$ cat src/rtl/sps_map.svh
/*
 * Offsets, field positions, reset values, mode codes and timing counts
 * of the SPI-mode serial port. Assumes inclusion by bare name.
 */
// Summary of operation
// RL1 - Buffer write while shifting sets write collision
// RL2 - Slave byte into full buffer sets overflow
// RL3 - Master role never sets receive overflow
// RL4 - Software reads buffer after every received byte
// RL5 - Enable bit hands pins to the port
// RL6 - Polarity bit sets idle clock level
// RL7 - Mode codes 0-3 select master clock rate
// RL8 - Codes 4/5 select slave, select honoured/ignored
// RL9 - Other mode codes are not SPI operation
// RL10 - Master sleep freezes transfer, resumes after wake
// RL11 - Slave shifts during sleep, flags after 8
// RL12 - Reset disables port and aborts transfer
// RL13 - SPI modes map to polarity and edge
// RL14 - Sample-phase bit picks data sampling point
// RL15 - Master transfer starts only on buffer write
// RL16 - Eight bits, MSB first, both directions; with edge select 0 and late sampling the master buffer misses its last bit
`ifndef SPS_MAP_SVH
`define SPS_MAP_SVH
`define SPS_OFF_CTRL 8'h00
`define SPS_OFF_STAT 8'h04
`define SPS_OFF_BUF 8'h08
`define SPS_OFF_INTS 8'h0C
`define SPS_OFF_INTM 8'h10
`define SPS_CTRL_WRITE_COLLISION_FLAG 7
`define SPS_CTRL_OV 6
`define SPS_CTRL_EN 5
`define SPS_CTRL_CKP 4
`define SPS_STAT_SMP 7
`define SPS_STAT_CKE 6
`define SPS_STAT_BF 0
`define SPS_INT_DONE 0
`define SPS_INT_WRITE_COLLISION_FLAG 1
`define SPS_INT_OV 2
`define SPS_CTRL_RST 8'h00
`define SPS_STAT_RST 8'h00
`define SPS_MODE_DIV4 4'h0
`define SPS_MODE_DIV16 4'h1
`define SPS_MODE_DIV64 4'h2
`define SPS_MODE_TIMER_TWO 4'h3
`define SPS_MODE_SLV_SS 4'h4
`define SPS_MODE_SLV_NOSS 4'h5
`define SPS_HALF_DIV4 6'h02
`define SPS_HALF_DIV16 6'h08
`define SPS_HALF_DIV64 6'h20
`define SPS_EDGE_LAST 5'h10
`define SPS_EDGE_END 5'h11
`define SPS_BIT_LAST 3'h7
`define SPS_RESP_OKAY 2'h0
`define SPS_RESP_SLVERR 2'h2
`endif

$ cat src/rtl/sps_pkg.sv
/*
 * Types of the SPI-mode serial port.
 * Assumes nothing of its surroundings.
 */
package sps_pkg;
	typedef enum logic [0:0] {S_IDLE, S_MASTER} sps_state_t;
endpackage

$ cat src/rtl/sps_top.sv
/*
 * SPI-mode serial port with AXI4-Lite register slave and interrupt.
 * Assumes sleep_in and timer_two_tick come from logic on clk; serial
 * pins are asynchronous and are synchronised here.
 */
// Added by the designer: the placing of the registers and the AXI4-Lite interface to the registers.
`timescale 1ns/1ps
`default_nettype none
`include "sps_map.svh"
module sps_top import sps_pkg::*; #(
	parameter int ADDR_W = 8
) (
	input wire logic clk,
	input wire logic rst,
	input wire logic [ADDR_W-1:0] s_axi_awaddr,
	input wire logic s_axi_awvalid,
	output logic s_axi_awready,
	input wire logic [31:0] s_axi_wdata,
	input wire logic [3:0] s_axi_wstrb,
	input wire logic s_axi_wvalid,
	output logic s_axi_wready,
	output logic [1:0] s_axi_bresp,
	output logic s_axi_bvalid,
	input wire logic s_axi_bready,
	input wire logic [ADDR_W-1:0] s_axi_araddr,
	input wire logic s_axi_arvalid,
	output logic s_axi_arready,
	output logic [31:0] s_axi_rdata,
	output logic [1:0] s_axi_rresp,
	output logic s_axi_rvalid,
	input wire logic s_axi_rready,
	input wire logic timer_two_tick,
	input wire logic sleep_in,
	input wire logic sck_in,
	output logic sck_out,
	output logic sck_oe,
	output logic sdo_out,
	output logic sdo_oe,
	input wire logic sdi_in,
	input wire logic ss_n_in,
	output logic irq
);
	logic [7:0] ctrl_reg;
	logic smp_reg, cke_reg, bf_reg;
	logic [7:0] buf_reg;
	logic [7:0] tx_reg;
	logic [7:0] shift_register_reg;
	logic [2:0] bitcnt_reg;
	logic [4:0] hp_reg;
	logic [5:0] div_reg;
	sps_state_t state_reg;
	logic sck_s1_reg, sck_s2_reg, sck_s3_reg;
	logic sdi_s1_reg, sdi_s2_reg;
	logic ss_s1_reg, ss_s2_reg;
	logic [2:0] ints_reg, intm_reg;
	logic [ADDR_W-1:0] awaddr_reg;
	logic [7:0] wdata_reg;
	logic wstrb_reg;

	logic [3:0] mode;
	logic en, clock_idle_polarity, is_master, is_slave, ss_act, busy;
	logic wr_go, wr_ctrl, wr_stat, wr_buf, wr_ints, wr_intm, wr_ok;
	logic rd_go, rd_buf;
	logic write_collision_flag_ev, ov_ev, do_load, done, m_done, s_done;
	logic tick, m_adv, m_in, m_samp, m_out;
	logic [4:0] k;
	logic s_edge, s_lead, s_in, s_out;
	logic [5:0] half;
	logic [7:0] rd_val;
	logic rd_ok;
	logic [1:0] m_samp_reg, m_done_reg;

	assign mode = ctrl_reg[3:0];
	assign en = ctrl_reg[`SPS_CTRL_EN];
	assign clock_idle_polarity = ctrl_reg[`SPS_CTRL_CKP];
	// Reserved and two-wire codes leave the port inert
	assign is_master = en && (mode <= `SPS_MODE_TIMER_TWO); // [RL5] [RL7] [RL9]
	assign is_slave = en && (mode == `SPS_MODE_SLV_SS || mode == `SPS_MODE_SLV_NOSS); // [RL8] [RL9]
	assign ss_act = (mode == `SPS_MODE_SLV_NOSS) || !ss_s2_reg; // [RL8]
	assign busy = (state_reg == S_MASTER) || (is_slave && bitcnt_reg != 3'h0);

	// Register bus decode
	assign wr_go = !s_axi_awready && !s_axi_wready && !s_axi_bvalid;
	assign wr_ctrl = wr_go && wstrb_reg && awaddr_reg == `SPS_OFF_CTRL;
	assign wr_stat = wr_go && wstrb_reg && awaddr_reg == `SPS_OFF_STAT;
	assign wr_buf = wr_go && wstrb_reg && awaddr_reg == `SPS_OFF_BUF;
	assign wr_ints = wr_go && wstrb_reg && awaddr_reg == `SPS_OFF_INTS;
	assign wr_intm = wr_go && wstrb_reg && awaddr_reg == `SPS_OFF_INTM;
	assign wr_ok = awaddr_reg == `SPS_OFF_CTRL || awaddr_reg == `SPS_OFF_STAT || awaddr_reg == `SPS_OFF_BUF
		|| awaddr_reg == `SPS_OFF_INTS || awaddr_reg == `SPS_OFF_INTM;
	assign rd_go = s_axi_arvalid && s_axi_arready;
	assign rd_buf = rd_go && s_axi_araddr == `SPS_OFF_BUF;

	assign write_collision_flag_ev = wr_buf && busy; // [RL1]
	assign do_load = wr_buf && !busy && (is_master || is_slave);

	// Master bit clock
	always_comb begin
		case (mode)
			`SPS_MODE_DIV16: half = `SPS_HALF_DIV16;
			`SPS_MODE_DIV64: half = `SPS_HALF_DIV64;
			default: half = `SPS_HALF_DIV4;
		endcase
	end
	assign tick = (mode == `SPS_MODE_TIMER_TWO) ? timer_two_tick : (div_reg == half - 6'h01); // [RL7]
	assign m_adv = state_reg == S_MASTER && !sleep_in && tick; // [RL10]
	assign k = hp_reg + 5'h01;
	assign m_in = cke_reg ? k[0] : !k[0]; // [RL13]
	// Late sampling lands on the following edge, or with edge select 0 on the end tick for the last bit
	assign m_samp = m_adv && (smp_reg ? (!m_in && k >= 5'h02) : (m_in && k <= `SPS_EDGE_LAST)); // [RL14]
	assign m_out = m_adv && !m_in && k <= `SPS_EDGE_LAST;
	assign m_done = m_adv && k == `SPS_EDGE_END;

	// Slave edges from the synchronised pin clock
	assign s_edge = is_slave && ss_act && (sck_s2_reg != sck_s3_reg);
	assign s_lead = sck_s3_reg == clock_idle_polarity;
	assign s_in = s_edge && (cke_reg ? s_lead : !s_lead); // [RL13]
	assign s_out = s_edge && !(cke_reg ? s_lead : !s_lead);
	assign s_done = s_in && bitcnt_reg == `SPS_BIT_LAST; // [RL11]

	assign done = m_done_reg[1] || s_done;
	assign ov_ev = s_done && bf_reg && !rd_buf; // [RL2] [RL3]

	always_ff @(posedge clk or posedge rst) begin
		if (rst) begin
			sck_s1_reg <= 1'b0;
			sck_s2_reg <= 1'b0;
			sck_s3_reg <= 1'b0;
			sdi_s1_reg <= 1'b0;
			sdi_s2_reg <= 1'b0;
			ss_s1_reg <= 1'b1;
			ss_s2_reg <= 1'b1;
		end else begin
			sck_s1_reg <= sck_in;
			sck_s2_reg <= sck_s1_reg;
			sck_s3_reg <= sck_s2_reg;
			sdi_s1_reg <= sdi_in;
			sdi_s2_reg <= sdi_s1_reg;
			ss_s1_reg <= ss_n_in;
			ss_s2_reg <= ss_s1_reg;
		end
	end

	// AXI4-Lite handshakes
	always_ff @(posedge clk or posedge rst) begin
		if (rst) begin
			s_axi_awready <= 1'b1;
			s_axi_wready <= 1'b1;
			s_axi_bvalid <= 1'b0;
			s_axi_bresp <= `SPS_RESP_OKAY;
			awaddr_reg <= '0;
			wdata_reg <= 8'h00;
			wstrb_reg <= 1'b0;
		end else begin
			if (s_axi_awvalid && s_axi_awready) begin
				s_axi_awready <= 1'b0;
				awaddr_reg <= s_axi_awaddr;
			end
			if (s_axi_wvalid && s_axi_wready) begin
				s_axi_wready <= 1'b0;
				wdata_reg <= s_axi_wdata[7:0];
				wstrb_reg <= s_axi_wstrb[0];
			end
			if (wr_go) begin
				s_axi_bvalid <= 1'b1;
				s_axi_bresp <= wr_ok ? `SPS_RESP_OKAY : `SPS_RESP_SLVERR;
			end
			if (s_axi_bvalid && s_axi_bready) begin
				s_axi_bvalid <= 1'b0;
				s_axi_awready <= 1'b1;
				s_axi_wready <= 1'b1;
			end
		end
	end

	always_comb begin
		rd_ok = 1'b1;
		case (s_axi_araddr)
			`SPS_OFF_CTRL: rd_val = ctrl_reg;
			`SPS_OFF_STAT: rd_val = {smp_reg, cke_reg, 5'h00, bf_reg};
			`SPS_OFF_BUF: rd_val = buf_reg;
			`SPS_OFF_INTS: rd_val = {5'h00, ints_reg};
			`SPS_OFF_INTM: rd_val = {5'h00, intm_reg};
			default: begin
				rd_val = 8'h00;
				rd_ok = 1'b0;
			end
		endcase
	end

	always_ff @(posedge clk or posedge rst) begin
		if (rst) begin
			s_axi_arready <= 1'b1;
			s_axi_rvalid <= 1'b0;
			s_axi_rdata <= 32'h00000000;
			s_axi_rresp <= `SPS_RESP_OKAY;
		end else if (rd_go) begin
			s_axi_arready <= 1'b0;
			s_axi_rvalid <= 1'b1;
			s_axi_rdata <= {24'h000000, rd_val};
			s_axi_rresp <= rd_ok ? `SPS_RESP_OKAY : `SPS_RESP_SLVERR;
		end else if (s_axi_rvalid && s_axi_rready) begin
			s_axi_rvalid <= 1'b0;
			s_axi_arready <= 1'b1;
		end
	end

	// Control and status; hardware set wins over a software write
	always_ff @(posedge clk or posedge rst) begin
		if (rst) begin
			ctrl_reg <= `SPS_CTRL_RST; // [RL12]
			smp_reg <= 1'b0;
			cke_reg <= 1'b0;
		end else begin
			ctrl_reg[`SPS_CTRL_WRITE_COLLISION_FLAG] <= write_collision_flag_ev || (wr_ctrl ? wdata_reg[`SPS_CTRL_WRITE_COLLISION_FLAG] : ctrl_reg[`SPS_CTRL_WRITE_COLLISION_FLAG]); // [RL1]
			ctrl_reg[`SPS_CTRL_OV] <= ov_ev || (wr_ctrl ? wdata_reg[`SPS_CTRL_OV] : ctrl_reg[`SPS_CTRL_OV]); // [RL2]
			if (wr_ctrl) begin
				ctrl_reg[5:0] <= wdata_reg[5:0];
			end
			if (wr_stat) begin
				smp_reg <= wdata_reg[`SPS_STAT_SMP];
				cke_reg <= wdata_reg[`SPS_STAT_CKE];
			end
		end
	end

	// Receive buffer; an overflowing byte is dropped
	always_ff @(posedge clk or posedge rst) begin
		if (rst) begin
			buf_reg <= 8'h00;
			bf_reg <= 1'b0;
		end else if (done && !ov_ev) begin
			// Slave byte ends on its last sampling edge, so that bit is taken straight in
			buf_reg <= s_done ? {shift_register_reg[6:0], sdi_s2_reg} : shift_register_reg; // [RL16]
			bf_reg <= 1'b1;
		end else if (rd_buf) begin
			bf_reg <= 1'b0; // [RL4]
		end
	end

	always_ff @(posedge clk or posedge rst) begin
		if (rst) begin
			state_reg <= S_IDLE;
			hp_reg <= 5'h00;
			div_reg <= 6'h00;
		end else if (!is_master) begin
			state_reg <= S_IDLE; // [RL5] [RL9] [RL12]
			hp_reg <= 5'h00;
			div_reg <= 6'h00;
		end else if (state_reg == S_IDLE) begin
			hp_reg <= 5'h00;
			div_reg <= 6'h00;
			if (do_load) begin
				state_reg <= S_MASTER; // [RL15]
			end
		end else if (!sleep_in) begin
			div_reg <= tick ? 6'h00 : div_reg + 6'h01;
			if (m_adv) begin
				hp_reg <= k;
			end
			if (m_done) begin
				state_reg <= S_IDLE;
			end
		end
	end

	// Shift paths, MSB first
	always_ff @(posedge clk or posedge rst) begin
		if (rst) begin
			tx_reg <= 8'h00;
			sdo_out <= 1'b0;
		end else if (do_load) begin
			if (cke_reg) begin
				sdo_out <= wdata_reg[7]; // [RL13]
				tx_reg <= {wdata_reg[6:0], 1'b0};
			end else begin
				tx_reg <= wdata_reg;
			end
		end else if (m_out || s_out) begin
			sdo_out <= tx_reg[7]; // [RL16]
			tx_reg <= {tx_reg[6:0], 1'b0};
		end
	end

	always_ff @(posedge clk or posedge rst) begin
		if (rst) begin
			shift_register_reg <= 8'h00;
			bitcnt_reg <= 3'h0;
			m_samp_reg <= 2'h0;
			m_done_reg <= 2'h0;
		end else begin
			// Master samples wait out the pin synchroniser; fast rates would see a stale bit
			m_samp_reg <= {m_samp_reg[0], m_samp}; // [RL14]
			m_done_reg <= {m_done_reg[0], m_done};
			if (m_samp_reg[1] || s_in) begin
				shift_register_reg <= {shift_register_reg[6:0], sdi_s2_reg}; // [RL16] [RL11]
			end
			if (!is_slave || !ss_act) begin
				bitcnt_reg <= 3'h0;
			end else if (s_in) begin
				bitcnt_reg <= bitcnt_reg + 3'h1;
			end
		end
	end

	// Pin drive
	always_ff @(posedge clk or posedge rst) begin
		if (rst) begin
			sck_out <= 1'b0;
			sck_oe <= 1'b0;
			sdo_oe <= 1'b0;
		end else begin
			sck_oe <= is_master; // [RL5]
			sdo_oe <= is_master || (is_slave && ss_act); // [RL5] [RL8]
			if (state_reg == S_IDLE) begin
				sck_out <= clock_idle_polarity; // [RL6]
			end else if (m_adv && k <= `SPS_EDGE_LAST) begin
				sck_out <= !sck_out;
			end
		end
	end

	// Interrupt status, write one to clear, set wins
	always_ff @(posedge clk or posedge rst) begin
		if (rst) begin
			ints_reg <= 3'h0;
			intm_reg <= 3'h0;
			irq <= 1'b0;
		end else begin
			ints_reg[`SPS_INT_DONE] <= done || (ints_reg[`SPS_INT_DONE] && !(wr_ints && wdata_reg[`SPS_INT_DONE])); // [RL11]
			ints_reg[`SPS_INT_WRITE_COLLISION_FLAG] <= write_collision_flag_ev || (ints_reg[`SPS_INT_WRITE_COLLISION_FLAG] && !(wr_ints && wdata_reg[`SPS_INT_WRITE_COLLISION_FLAG]));
			ints_reg[`SPS_INT_OV] <= ov_ev || (ints_reg[`SPS_INT_OV] && !(wr_ints && wdata_reg[`SPS_INT_OV]));
			if (wr_intm) begin
				intm_reg <= wdata_reg[2:0];
			end
			irq <= |(ints_reg & intm_reg);
		end
	end
endmodule // sps_top
`default_nettype wire

$ cat config.mk
export PLATFORM = sky130hd
export DESIGN_NAME = sps_top
export DESIGN_NICKNAME = d
export VERILOG_FILES = /design/src/rtl/sps_pkg.sv /design/src/rtl/sps_top.sv
export VERILOG_INCLUDE_DIRS = /design/src /design/src/rtl
export SDC_FILE = /design/constraint.sdc
export NUM_CORES = 1
export LEC_CHECK = 0
export ABC_CLOCK_PERIOD_IN_PS = 6380
export BUFFER_PORTS_ARGS = -buffer_cell sky130_fd_sc_hd__buf_2
export CAP_MARGIN = 30
export CORE_MARGIN = 8
export CORE_UTILIZATION = 40
export DETAILED_ROUTE_END_ITERATION = 6
export GPL_TIMING_DRIVEN = 0
export SYNTH_ARGS = -nofsm -noshare
export SYNTH_HDL_FRONTEND = slang
export SYNTH_SLANG_ARGS = --single-unit
$ cat constraint.sdc
create_clock -name clk -period 6.38 [get_ports clk]
set_input_delay 0.319 -clock clk [delete_from_list [all_inputs] [get_ports clk]]
set_output_delay 0.319 -clock clk [all_outputs]
set_load 0.005 [all_outputs]
[Yosys cells after proc, flatten, opt, wreduce, memory -nomap -nowiden]
Cells that the tools add are included.
Storage, ports and cells
  logic and storage cells: 209
  input port bits: 64
  register bits: 106
Cells by class
  bitwise operators: 1
  equality and inequality tests: 22
  mux-type cells: 47
  order comparisons: 3
  add/subtract/negate cells: 4
  reductions and logical operators: 93
Operator list (count)
  1-bit logical AND: 43
  8-bit one-hot mux with 5 select lines: 1
  8-bit by 4-bit == test with 1-bit output, second input constant: 4
  8-bit 2-to-1 mux: 4
  1-bit 2-to-1 mux: 29
  6-bit 2-to-1 mux: 4
  5-bit 2-to-1 mux: 4
  1-bit zero test: 18
  1-bit logical OR: 18
  8-bit by 3-bit == test with 1-bit output, second input constant: 2
  8-bit by 5-bit == test with 1-bit output, second input constant: 2
  8-bit zero test: 2
  2-bit nonzero test: 7
  6-bit one-hot mux with 2 select lines: 1
  4-bit by 2-bit == test with 1-bit output, second input constant: 2
  4-bit by 3-bit == test with 1-bit output, second input constant: 2
  6-bit by 1-bit adder with 6-bit output, second input constant: 1
  6-bit == test: 1
  3-bit 2-to-1 mux: 2
  6-bit by 1-bit subtractor with 6-bit output, second input constant: 1
  5-bit by 1-bit adder with 5-bit output, second input constant: 1
  5-bit == test, second input constant: 1
  5-bit by 2-bit >= comparator with 1-bit output, second input constant: 1
  5-bit <= comparator, second input constant: 1
  other kinds (16): 18

[Depth between registers and ports, before layout]
Gate-level depths: netlist of the first run.
  depth in word-level cells: 12
  gate-level depth with buffers: 10
  mapped depth without buffers: 8

[Worst setup path before layout of the first run]
OpenSTA, ideal clock, no wires.
  path kind: reg-to-reg
  start: register hp_reg[0]
  end: register tx_reg[0]
  stages on the path, launching flop included: 10
  path slack: 4.037 ns
  required time: 6.250 ns
  library setup time: 0.130 ns
  clock period less this slack: 2.343 ns
  data arrival time: 2.213 ns
  cells stage by stage: dfrtp_1 > buf_2 > inv_1 > ha_1 > or4b_1 > a21oi_1 > nor3b_1 > a211o_1 > o21ai_1 > o21ai_0
On the way
  longest elaborated chain between the ends: 8
  elaborated cells between the ends (all ways): 9
Ends and longest elaborated chain
  from (decl): RTL line sps_top.sv:49  | logic [4:0] hp_reg;
  from (signal assigned): RTL line sps_top.sv:259  | hp_reg <= k;
  5-bit by 1-bit adder with 5-bit output (*): RTL line sps_top.sv:107  | assign k = hp_reg + 5'h01;
  parallel branches: the longest is 4 deep, another holds 5-bit <= comparator
  1-bit logical AND (no source line) (*)
  1-bit logical OR (*): RTL line sps_top.sv:279  | end else if (m_out || s_out) begin
  2-bit nonzero test (no source line) (*)
  to (signal assigned): RTL line sps_top.sv:275  | tx_reg <= {wdata_reg[6:0], 1'b0};
  to (signal assigned): RTL line sps_top.sv:277  | tx_reg <= wdata_reg;
  to (signal assigned): RTL line sps_top.sv:281  | tx_reg <= {tx_reg[6:0], 1'b0};
  to (decl): RTL line sps_top.sv:46  | logic [7:0] tx_reg;
Mark *: on every way between the ends.
A chain may end at the register's enable or synchronous reset.

[Final worst setup path of the first run]
  start: register hp_reg[0]
  end: register tx_reg[3]
Same word-level chain as after synthesis.

==> impl.org, run 1 <==
** Detailed routing
- Detailed route wirelength on metal2 :: 5.13 mm
- Via count :: 3857
- The detailed router put a total of 5.44 mm of wire on met1.
- Summed over all nets, wire length on met3 after detailed routing comes to 849 µm.
- In the final routed layout, each cell accounts on average for 15.2 µm.
- Dividing the detail-routed via count by the number of cells gives 5.08.
- 1st-pass router iterations :: 4
- After detailed routing, no signal wire sits above met4.
- DRC violations left :: 0
- Once detail routing completed, the nets flagged for antenna violations numbered 0.
- Final routed wirelength across all metal layers :: 11.6 mm
- For this block, the initial DRC count from the detailed router was 215.

** Floorplanning
- DIE AREA :: 17100 µm²
- Number of I/O pins :: 110
- The floorplan step set the die height to 131 µm.
- In this run the core area contains 42 standard-cell rows.
- For this configuration, the core starts out at a cell density of 40.4%.
- In this run the horizontal extent of the chip is 131 µm.
- The total area inside the core boundary comes to 13000 µm².

** Synthesis
- Of the total synthesized cell area, the portion taken by AND, OR, NAND and NOR gates is 14.9%.
- Post-synthesis sequential area ratio :: 49.5%
- Averaged over all synthesized cells, the footprint is 10.8 µm².
- Netlist Area Pre-Place :: 5270 µm²
- By area, the combinational part of the netlist is dominated by simple AND/OR/NAND/NOR gates.
- Counting distinct cell types in the post-synthesis netlist gives 66.
- After synthesis, the share of cell area in mux cells is 12.2%.
- Summing the areas of all fa, ha and maj instances in the mapped netlist gives 1.66% of the synthesized area.
- Counting flops with a built-in enable in the synthesized netlist gives 0.
- In the synthesized netlist, the number of instances is 487.
- For this run, the number of Yosys warnings is 0.
- Share of the synthesized netlist area taken by xor and xnor gates :: 1.97%
- Most frequently used flop master after synthesis :: sky130_fd_sc_hd__dfrtp_1
- Synth Register Bits :: 104
- Async S/R FF share, synth :: 100%
- Synthesized-area fraction occupied by ao, oa, aoi and oai cells :: 13.3%

** Layout
- Non-filler cells, final :: 760
- For this run, the post-layout net count is 650.
- In the final layout, the share of cells above drive strength 1 is 28.3%.
- Layout Area Growth over Synthesis :: 17.6%
- Number of inserted diodes :: 0
- Share of the core filled with cells :: 47.6%
- The filler cells instantiated in the layout total 1253.

** Power
- Across the VDD grid, the largest voltage drop is 0.233 mV.
- Internal power comes to 0.00124 W.
- Clock network fraction of total power :: 33.8%
- Combinational logic is responsible for 15.7% of the overall power.
- In this run the power density over the cells is 278 nW/µm².
- The analysis attributes to net switching a power of 0.000480 W.
- Of the total power, registers draw 50.5%.
- Switching part of the total power :: 27.9%
- Static Leak :: 2.89 nW

** CTS
- Clock latency on the worst-skew pair :: 0.36 ns
- CTS placed an instance of sky130_fd_sc_hd__clkbuf_16 at the clock tree root.
- TritonCTS built the clock tree.
- In this run the deepest clock path goes through 2 buffers.
- For this design, the sink count on the clock tree is 104.
- The H-tree was split into 3 levels.
- In this run, post-CTS hold repair placed 0 buffers.
- Number of buffers created by CTS :: 9
- Clock transition at the registers of the reported paths :: 0.07 ns
- Cts repair resizes :: 0
- In this run the post-CTS setup repair buffer count came out at 0.

** Run
- Across the run, the number of max-cap violations was 0.

** Global routing
- Vias in the first global route :: 3771
- Global router's overall resource usage :: 14.3%
- Number of antenna violations at the first check in global routing :: 0
- First-pass GRT wire length :: 19.0 mm
- Largest net degree at the start of global routing :: 68
- Global route total overflow :: 0

** Critical path
- Counting cells, the worst reg-to-reg path comes to 9.
- Worst R2R End :: tx_reg[3]
- Worst path required time :: 6.65 ns
- The worst setup path is captured at a flip-flop.
- Type of element launching the critical path :: flip-flop
- Origin of the critical flop-to-flop path :: hp_reg[0]
- Start-to-end type of the worst setup path :: flip-flop to flip-flop
- Worst-path maximum fanout :: 10
- At the worst endpoint, the arrival time is 2.96 ns.
- Register-to-register path setup slack :: 3.68 ns

** Hold path
- In this run the worst hold path is classified as primary input to flip-flop.
- Worst Hold Launch :: sck_in
- Counting instances, the worst hold path has a depth of 1.
- Worst min-delay path endpoint :: sck_s1_reg

** STA
- Transition at the pin with the smallest max-transition slack :: 0.821 ns
- The final critical path takes up 42.3% of the cycle.
- Setup repair after global routing left no endpoint under its margin.
- Counting I/O delays and the setup requirement, the final critical path takes 2.70 ns.
- Relative slew margins :: 45.3%
- Hold timing on the final database bottoms out at a slack of 0.0610 ns.
- Setup violations remaining at the end of the flow were counted as 0.
- Setup tns final :: 0 ns
- Setup slack of the critical path after layout :: 3.68 ns
- Fmax :: 371 MHz
- Number of max-slew violations in the final report :: 0
- Number of endpoints with negative hold slack in the final report :: 0
- Clock skew on the completed layout was measured at 0.00995 ns.

** Placed design
- Port Buffers :: 55
- Final weighted congestion of routability-driven global placement :: 0.804
- DP Cell Count :: 744
- After legalization and detailed placement, the total HPWL measured 8.68 mm.
- Setup WS pre-CTS :: 3.70 ns

** Outcome
- Result of the run :: finished, final reports clean
worst max-delay path, cell delays in order, from the launching register on:
cell and delay (ns):
sky130_fd_sc_hd__dfrtp_1 0.38, sky130_fd_sc_hd__buf_2 0.23, sky130_fd_sc_hd__inv_1 0.08, sky130_fd_sc_hd__ha_1 0.37, sky130_fd_sc_hd__or4b_1 0.49, sky130_fd_sc_hd__a21oi_1 0.16
sky130_fd_sc_hd__nor3b_1 0.13, sky130_fd_sc_hd__a211oi_4 0.39, sky130_fd_sc_hd__o21ai_0 0.17, sky130_fd_sc_hd__a31oi_1 0.22
cell usage after synthesis, types with 3 or more instances:
library cell               count  area (µm²)
sky130_fd_sc_hd__nor2_1       25        93.8
sky130_fd_sc_hd__nor2b_1      15        93.8
sky130_fd_sc_hd__xnor2_1       6        52.6
sky130_fd_sc_hd__dfstp_2       5         131
sky130_fd_sc_hd__nor3_1        7        35.0
sky130_fd_sc_hd__o31ai_1       3        22.5
sky130_fd_sc_hd__a211oi_1     11        82.6
sky130_fd_sc_hd__nor3b_1       5        37.5
sky130_fd_sc_hd__a31oi_1      12        75.1
sky130_fd_sc_hd__inv_1        15        56.3
sky130_fd_sc_hd__ha_1          7        87.6
sky130_fd_sc_hd__nand2_1      42         158
sky130_fd_sc_hd__xor2_1        4        35.0
sky130_fd_sc_hd__a21oi_1      12        60.1
sky130_fd_sc_hd__dfrtp_1      99        2480
sky130_fd_sc_hd__nand2b_1      4        25.0
sky130_fd_sc_hd__a21o_1        3        22.5
sky130_fd_sc_hd__clkbuf_1     11        41.3
sky130_fd_sc_hd__buf_2         4        20.0
sky130_fd_sc_hd__nand3b_1     10        75.1
sky130_fd_sc_hd__o21ai_0      43         215
sky130_fd_sc_hd__nand3_1      11        55.1
sky130_fd_sc_hd__a22oi_1       3        22.5
sky130_fd_sc_hd__mux2i_1      19         190
sky130_fd_sc_hd__mux2_2       38         428
sky130_fd_sc_hd__buf_4        26         195
how the worst max path moves through the flow:
stage,startpoint,cells after the start,endpoint
2_1_floorplan,rst,1,awaddr_reg[0]
3_3_place_gp,rst,2,sdo_oe
3_5_place_dp,hp_reg[0],9,sdo_out
4_1_cts,hp_reg[0],9,tx_reg[0]
5_1_grt,hp_reg[0],9,tx_reg[0]
6_report,hp_reg[0],9,tx_reg[3]
stage by stage:
stage	cell area, µm²	total power, W
after floorplan	5360	0.00105
after global placement	5860	0.00114
after detailed placement	5880	0.00116
after CTS	6200	0.00174
after global routing	6200	0.00181
final	6200	0.00172
kinds of logic after synthesis:
family                     count (synthesis)
other                                      1
and+or+nand+nor                          142
DFF                                      104
muxes                                     58
buffers and inverters                     59
xor gates and xnor gates                  11
AOI/OAI and AO/OA                        105
adders and majority gates                  7
cell type report:
type	count	area, µm²	area share [%]
sequential	104	2610	42.1
multi-input combinational	349	2410	38.9
timing repair buffer	56	295	4.76
buffer	44	287	4.62
clock buffer	12	267	4.30
tap	176	220	3.55
inverter	15	58.8	0.949
clock inverter	4	51.3	0.827
layer usage:
metal | global-route usage (%) | up-vias
met1 | 19.1 | 1886
met3 | 4.71 | 11
li1 | - | 1866
met2 | 21.6 | 94
met5 | 0 | -
met4 | 3.98 | 0
power by group through the flow:
stage / Combinational [W] / Clock (W) / Sequential [W]
2_1_floorplan: 0.000206 / 0 / 0.000840
3_3_place_gp: 0.000262 / 0 / 0.000878
3_5_place_dp: 0.000274 / 0 / 0.000881
4_1_cts: 0.000275 / 0.000597 / 0.000868
5_1_grt: 0.000302 / 0.000620 / 0.000883
6_report: 0.000271 / 0.000582 / 0.000868
layout by cell type, fill, tap and decap left out, drive strengths merged, types with 10 or more instances in the layout:
cell type and instances:
a31oi 12, buf 89, nand3b 10, mux2i 19
conb 26, nor2b 15, clkbuf 23, o21ai 44
inv 15, nand3 11, nand2 43, a21oi 13
a211oi 14, mux2 38, nor2 26, dfrtp 99
(Power assumes the default switching activity.)
==> inputs of run 2 (changes only) <==
--- a/config.mk
+++ b/config.mk
@@ -6,7 +6,7 @@
 export SDC_FILE = /design/constraint.sdc
 export NUM_CORES = 1
 export LEC_CHECK = 0
-export ABC_CLOCK_PERIOD_IN_PS = 6380
+export ABC_CLOCK_PERIOD_IN_PS = 2600
 export BUFFER_PORTS_ARGS = -buffer_cell sky130_fd_sc_hd__buf_2
 export CAP_MARGIN = 30
 export CORE_MARGIN = 8
==> constraint.sdc (replaced) <==
create_clock -name clk -period 2.6 [get_ports clk]
set_input_delay 0.13 -clock clk [delete_from_list [all_inputs] [get_ports clk]]
set_output_delay 0.13 -clock clk [all_outputs]
set_load 0.005 [all_outputs]
==> run 2 against run 1 <==
Final cell count up 1.4%. Combinational power rose to 2.5 times the previous value. Sequential share of layout area down 0.90 points. Register-to-register slack worse by 3.5 ns. Utilization up 1.0 points. Clock power up 140%. Die area unchanged. Flip-flop and latch count unchanged.
==> impl.org, run 2 (synthesis gave the netlist of run 1 again) <==
** Outcome
- Result of the run :: finished, final reports clean

** Floorplanning
- The die height was 131 µm (unchanged).
- The core footprint came to 13000 µm² (unchanged).
- Initial standard-cell utilization of the core :: 40.4% (unchanged)
- The width of the chip is 131 µm (unchanged).
- The die area was 17100 µm² (unchanged).
- The number of placement rows is 42 (unchanged).
- Number of I/O pins :: 110 (unchanged)

** Detailed routing
- The number of optimization iterations in the first detailed-route pass is 4 (unchanged).
- Routed length per instance :: 15.2 µm (about the same)
- Via count :: 3928 (+1.8%)
- The average vias per placed instance came to 5.09 (+0.39%).
- Antenna violation net count after detailed routing :: 0 (unchanged)
- DRC violations left :: 0 (unchanged)
- The number of design-rule violations left by the first detailed-router iteration is 207 (-3.7%).
- The total wire length after detailed routing was 11.7 mm (+1.4%).

** Power
- Internal power :: 0.00303 W (+140%)
- The part of the total power dissipated in the clock network is 32.6% (-1.2 points).
- The relative contribution of combinational cells to total power came to 16.3% (+0.6 points).
- The leakage power summed over all cells is 2.94 nW (+1.7%).
- Power Dens Cells :: 661 nW/µm² (+140%)
- The switching part of the total was 27.6% (-0.34 points).
- The highest ir drop seen on vdd was 0.552 mV (+140%).
- The share of total power in sequential cells is 51.1% (+0.6 points).
- P_sw :: 0.00116 W (+140%)

** Global routing
- The combined global-route utilization of all metal layers is 14.3% (+0.046 points).
- First-pass GRT wire length :: 19.1 mm (+0.36%)
- Vias in the first global route :: 3815 (+1.2%)
- Number of antenna violations at the first check in global routing :: 0 (unchanged)
- The largest net degree at the start of global routing came to 43 (-37%).
- The remaining global-route overflow is 0 (unchanged).

** CTS
- Root buffer cell :: sky130_fd_sc_hd__clkbuf_16
- The number of clock buffers inserted by TritonCTS was 9 (unchanged).
- Clock transition at the registers of the reported paths :: 0.07 ns (about the same)
- The number of H-tree branching levels was 3 (unchanged).
- The number of sinks driven by the clock tree was 104 (unchanged).
- The number of buffers on the longest clock path was 2 (unchanged).
- The worst-skew pair later-pin latency is 0.35 ns (about the same).
- TritonCTS built the clock tree.

** STA
- Count of endpoints failing setup in the final report :: 0 (unchanged)
- Setup skew after layout :: 0.00968 ns (-0.000273 ns)
- Final worst-path cycle share :: 93.0% (+51 points)
- Setup repair after global routing left no endpoint under its margin.
- The worst slew margin relative to its limit is 52.5% (+7.3 points).
- Worst Hold Margin :: 0.0121 ns (-0.0488 ns)
- The hold violation total from the final report was 0 (unchanged).
- The minimum clock period came to 2.42 ns (-0.279 ns).
- The final-report max-slew violation count came to 0 (unchanged).
- Fmax :: 413 MHz (+12%)
- Transition at the pin with the smallest max-transition slack :: 0.703 ns (-0.118 ns)

** Layout
- Commonest non-fill, non-tap cells in the layout :: 99 x sky130_fd_sc_hd__dfrtp_1, 58 x sky130_fd_sc_hd__buf_2, 43 x sky130_fd_sc_hd__o21ai_0
- Number of inserted diodes :: 0 (unchanged)
- Leaving out fill and tap cells, the most frequent cell in the layout is sky130_fd_sc_hd__dfrtp_1.
- Number of nets in the layout :: 661 (+1.7%)
- Share of the core filled with cells :: 48.6% (+1.0 points)
- The area of all placed cells without fillers came to 6330 µm² (+2.2%).
- The layout cell share with drive strength beyond 1 was 28.2% (about the same).
- Compared with the post-synthesis result, the final layout area differs by 20.2%.

** Hold path
- The startpoint identified for the worst hold timing path is s_axi_awaddr[0].
- Min-delay worst type :: primary input to flip-flop
- Cell depth of the worst hold path :: 2 (+1)

** Critical path
- Number of buffer and inverter instances along the worst setup path :: 2 (unchanged)
- The number of stages on the worst setup path was 9 (unchanged).
- The critical path goes through buf_4 > inv_1 > ha_4 > or4b_1 > a21oi_1 > nor3b_2 > a211o_2 > o21ai_2 > o21ai_0.
- Type of element launching the critical path :: flip-flop
- Register-to-register path setup slack :: 0.18 ns (-3.50 ns)
- Worst-path maximum fanout :: 10 (unchanged)
- In this run the worst setup path begins at hp_reg[0].
- Worst path required time :: 2.83 ns (-3.82 ns)
- Critical path's top delay family :: compound AO/OA/AOI/OAI gates
- The worst setup path is of the flip-flop to flip-flop kind.
- Origin of the critical flop-to-flop path :: hp_reg[0]
- The largest individual stage delay along the critical path comes from the cell sky130_fd_sc_hd__or4b_1.
- Stage delay of the slowest cell on the critical path :: 0.47 ns (-0.02 ns)
- The worst setup path is captured at a flip-flop.
- The worst endpoint data arrival time is 2.65 ns (-0.31 ns).
- Number of cell instances on the worst register-to-register path :: 9 (unchanged)

** Placed design
- Post-detailed-placement cell area :: 5900 µm² (+0.36%)
- The number of port buffers was 55 (unchanged).
- The final weighted congestion in routability-driven placement was 0.811 (+0.87%).
- The total half-perimeter wirelength after legalization and detailed placement was 8.75 mm (+0.73%).

** Run
- Number of maximum-capacitance violations :: 0 (unchanged)
run 2: per-stage QoR:
step / setup TNS (ns) / total power (W) / setup WS, ns / instances
4_1_cts: 0 / 0.00423 / 0.0327 / 771
3_5_place_dp: -0.202 / 0.00284 / -0.0674 / 745
6_report: 0 / 0.00419 / 0.181 / 771
2_1_floorplan: 0 / 0.00257 / 0.257 / 512
3_3_place_gp: -0.00354 / 0.00280 / -0.00354 / 743
5_1_grt: 0 / 0.00441 / 0.0497 / 771
run 2: area by class of cell:
cell class | instances | area [µm²]
buffer | 43 | 285
clock buffer | 14 | 264
clock inverter | 2 | 38.8
fill | 1232 | 6700
inverter | 15 | 60.1
multi-input combinational | 349 | 2430
sequential | 104 | 2610
tap | 176 | 220
timing repair buffer | 68 | 423
run 2: power by group through the flow:
| stage | Clock [W] | Combinational, W | Sequential [W] |
|---|---|---|---|
| after CTS | 0.00141 | 0.000688 | 0.00214 |
| after global placement | 0 | 0.000645 | 0.00215 |
| after global routing | 0.00148 | 0.000754 | 0.00217 |
| final | 0.00137 | 0.000682 | 0.00214 |
| after floorplan | 0 | 0.000507 | 0.00206 |
| after detailed placement | 0 | 0.000673 | 0.00217 |
run 2: final timing paths:
check,endpoint
hold reg to reg,sdi_s2_reg
max in group asynchronous,s_axi_awready
min in group asynchronous,awaddr_reg[1]
hold / removal,awaddr_reg[0]
setup reg to reg,tx_reg[0]
setup / recovery,tx_reg[0]
run 2: per-layer routing:
metal / track usage [%] / up-vias / routed length [µm]
li1: - / 1895 / -
met1: 18.9 / 1910 / 5480
met2: 22.0 / 111 / 5210
met3: 4.67 / 12 / 886
met4: 3.92 / 0 / 147
met5: 0 / - / 0
run 2: worst register-to-register path: stages (launching register included):
cell,delay [ns]
sky130_fd_sc_hd__dfrtp_1,0.38
sky130_fd_sc_hd__buf_4,0.17
sky130_fd_sc_hd__inv_1,0.12
sky130_fd_sc_hd__ha_4,0.23
sky130_fd_sc_hd__or4b_1,0.47
sky130_fd_sc_hd__a21oi_1,0.19
sky130_fd_sc_hd__nor3b_2,0.10
sky130_fd_sc_hd__a211o_2,0.41
sky130_fd_sc_hd__o21ai_2,0.11
sky130_fd_sc_hd__o21ai_0,0.12
run 2: timing repair:
item / 4_1_cts / 5_1_grt
gates resized for setup: 4 / 1
pin swaps: 0 / 1
setup endpoints to repair: 8 / 9
hold buffers: 10 / 0
setup buffers: 0 / 1
endpoints found under the hold margin: 34 / 0
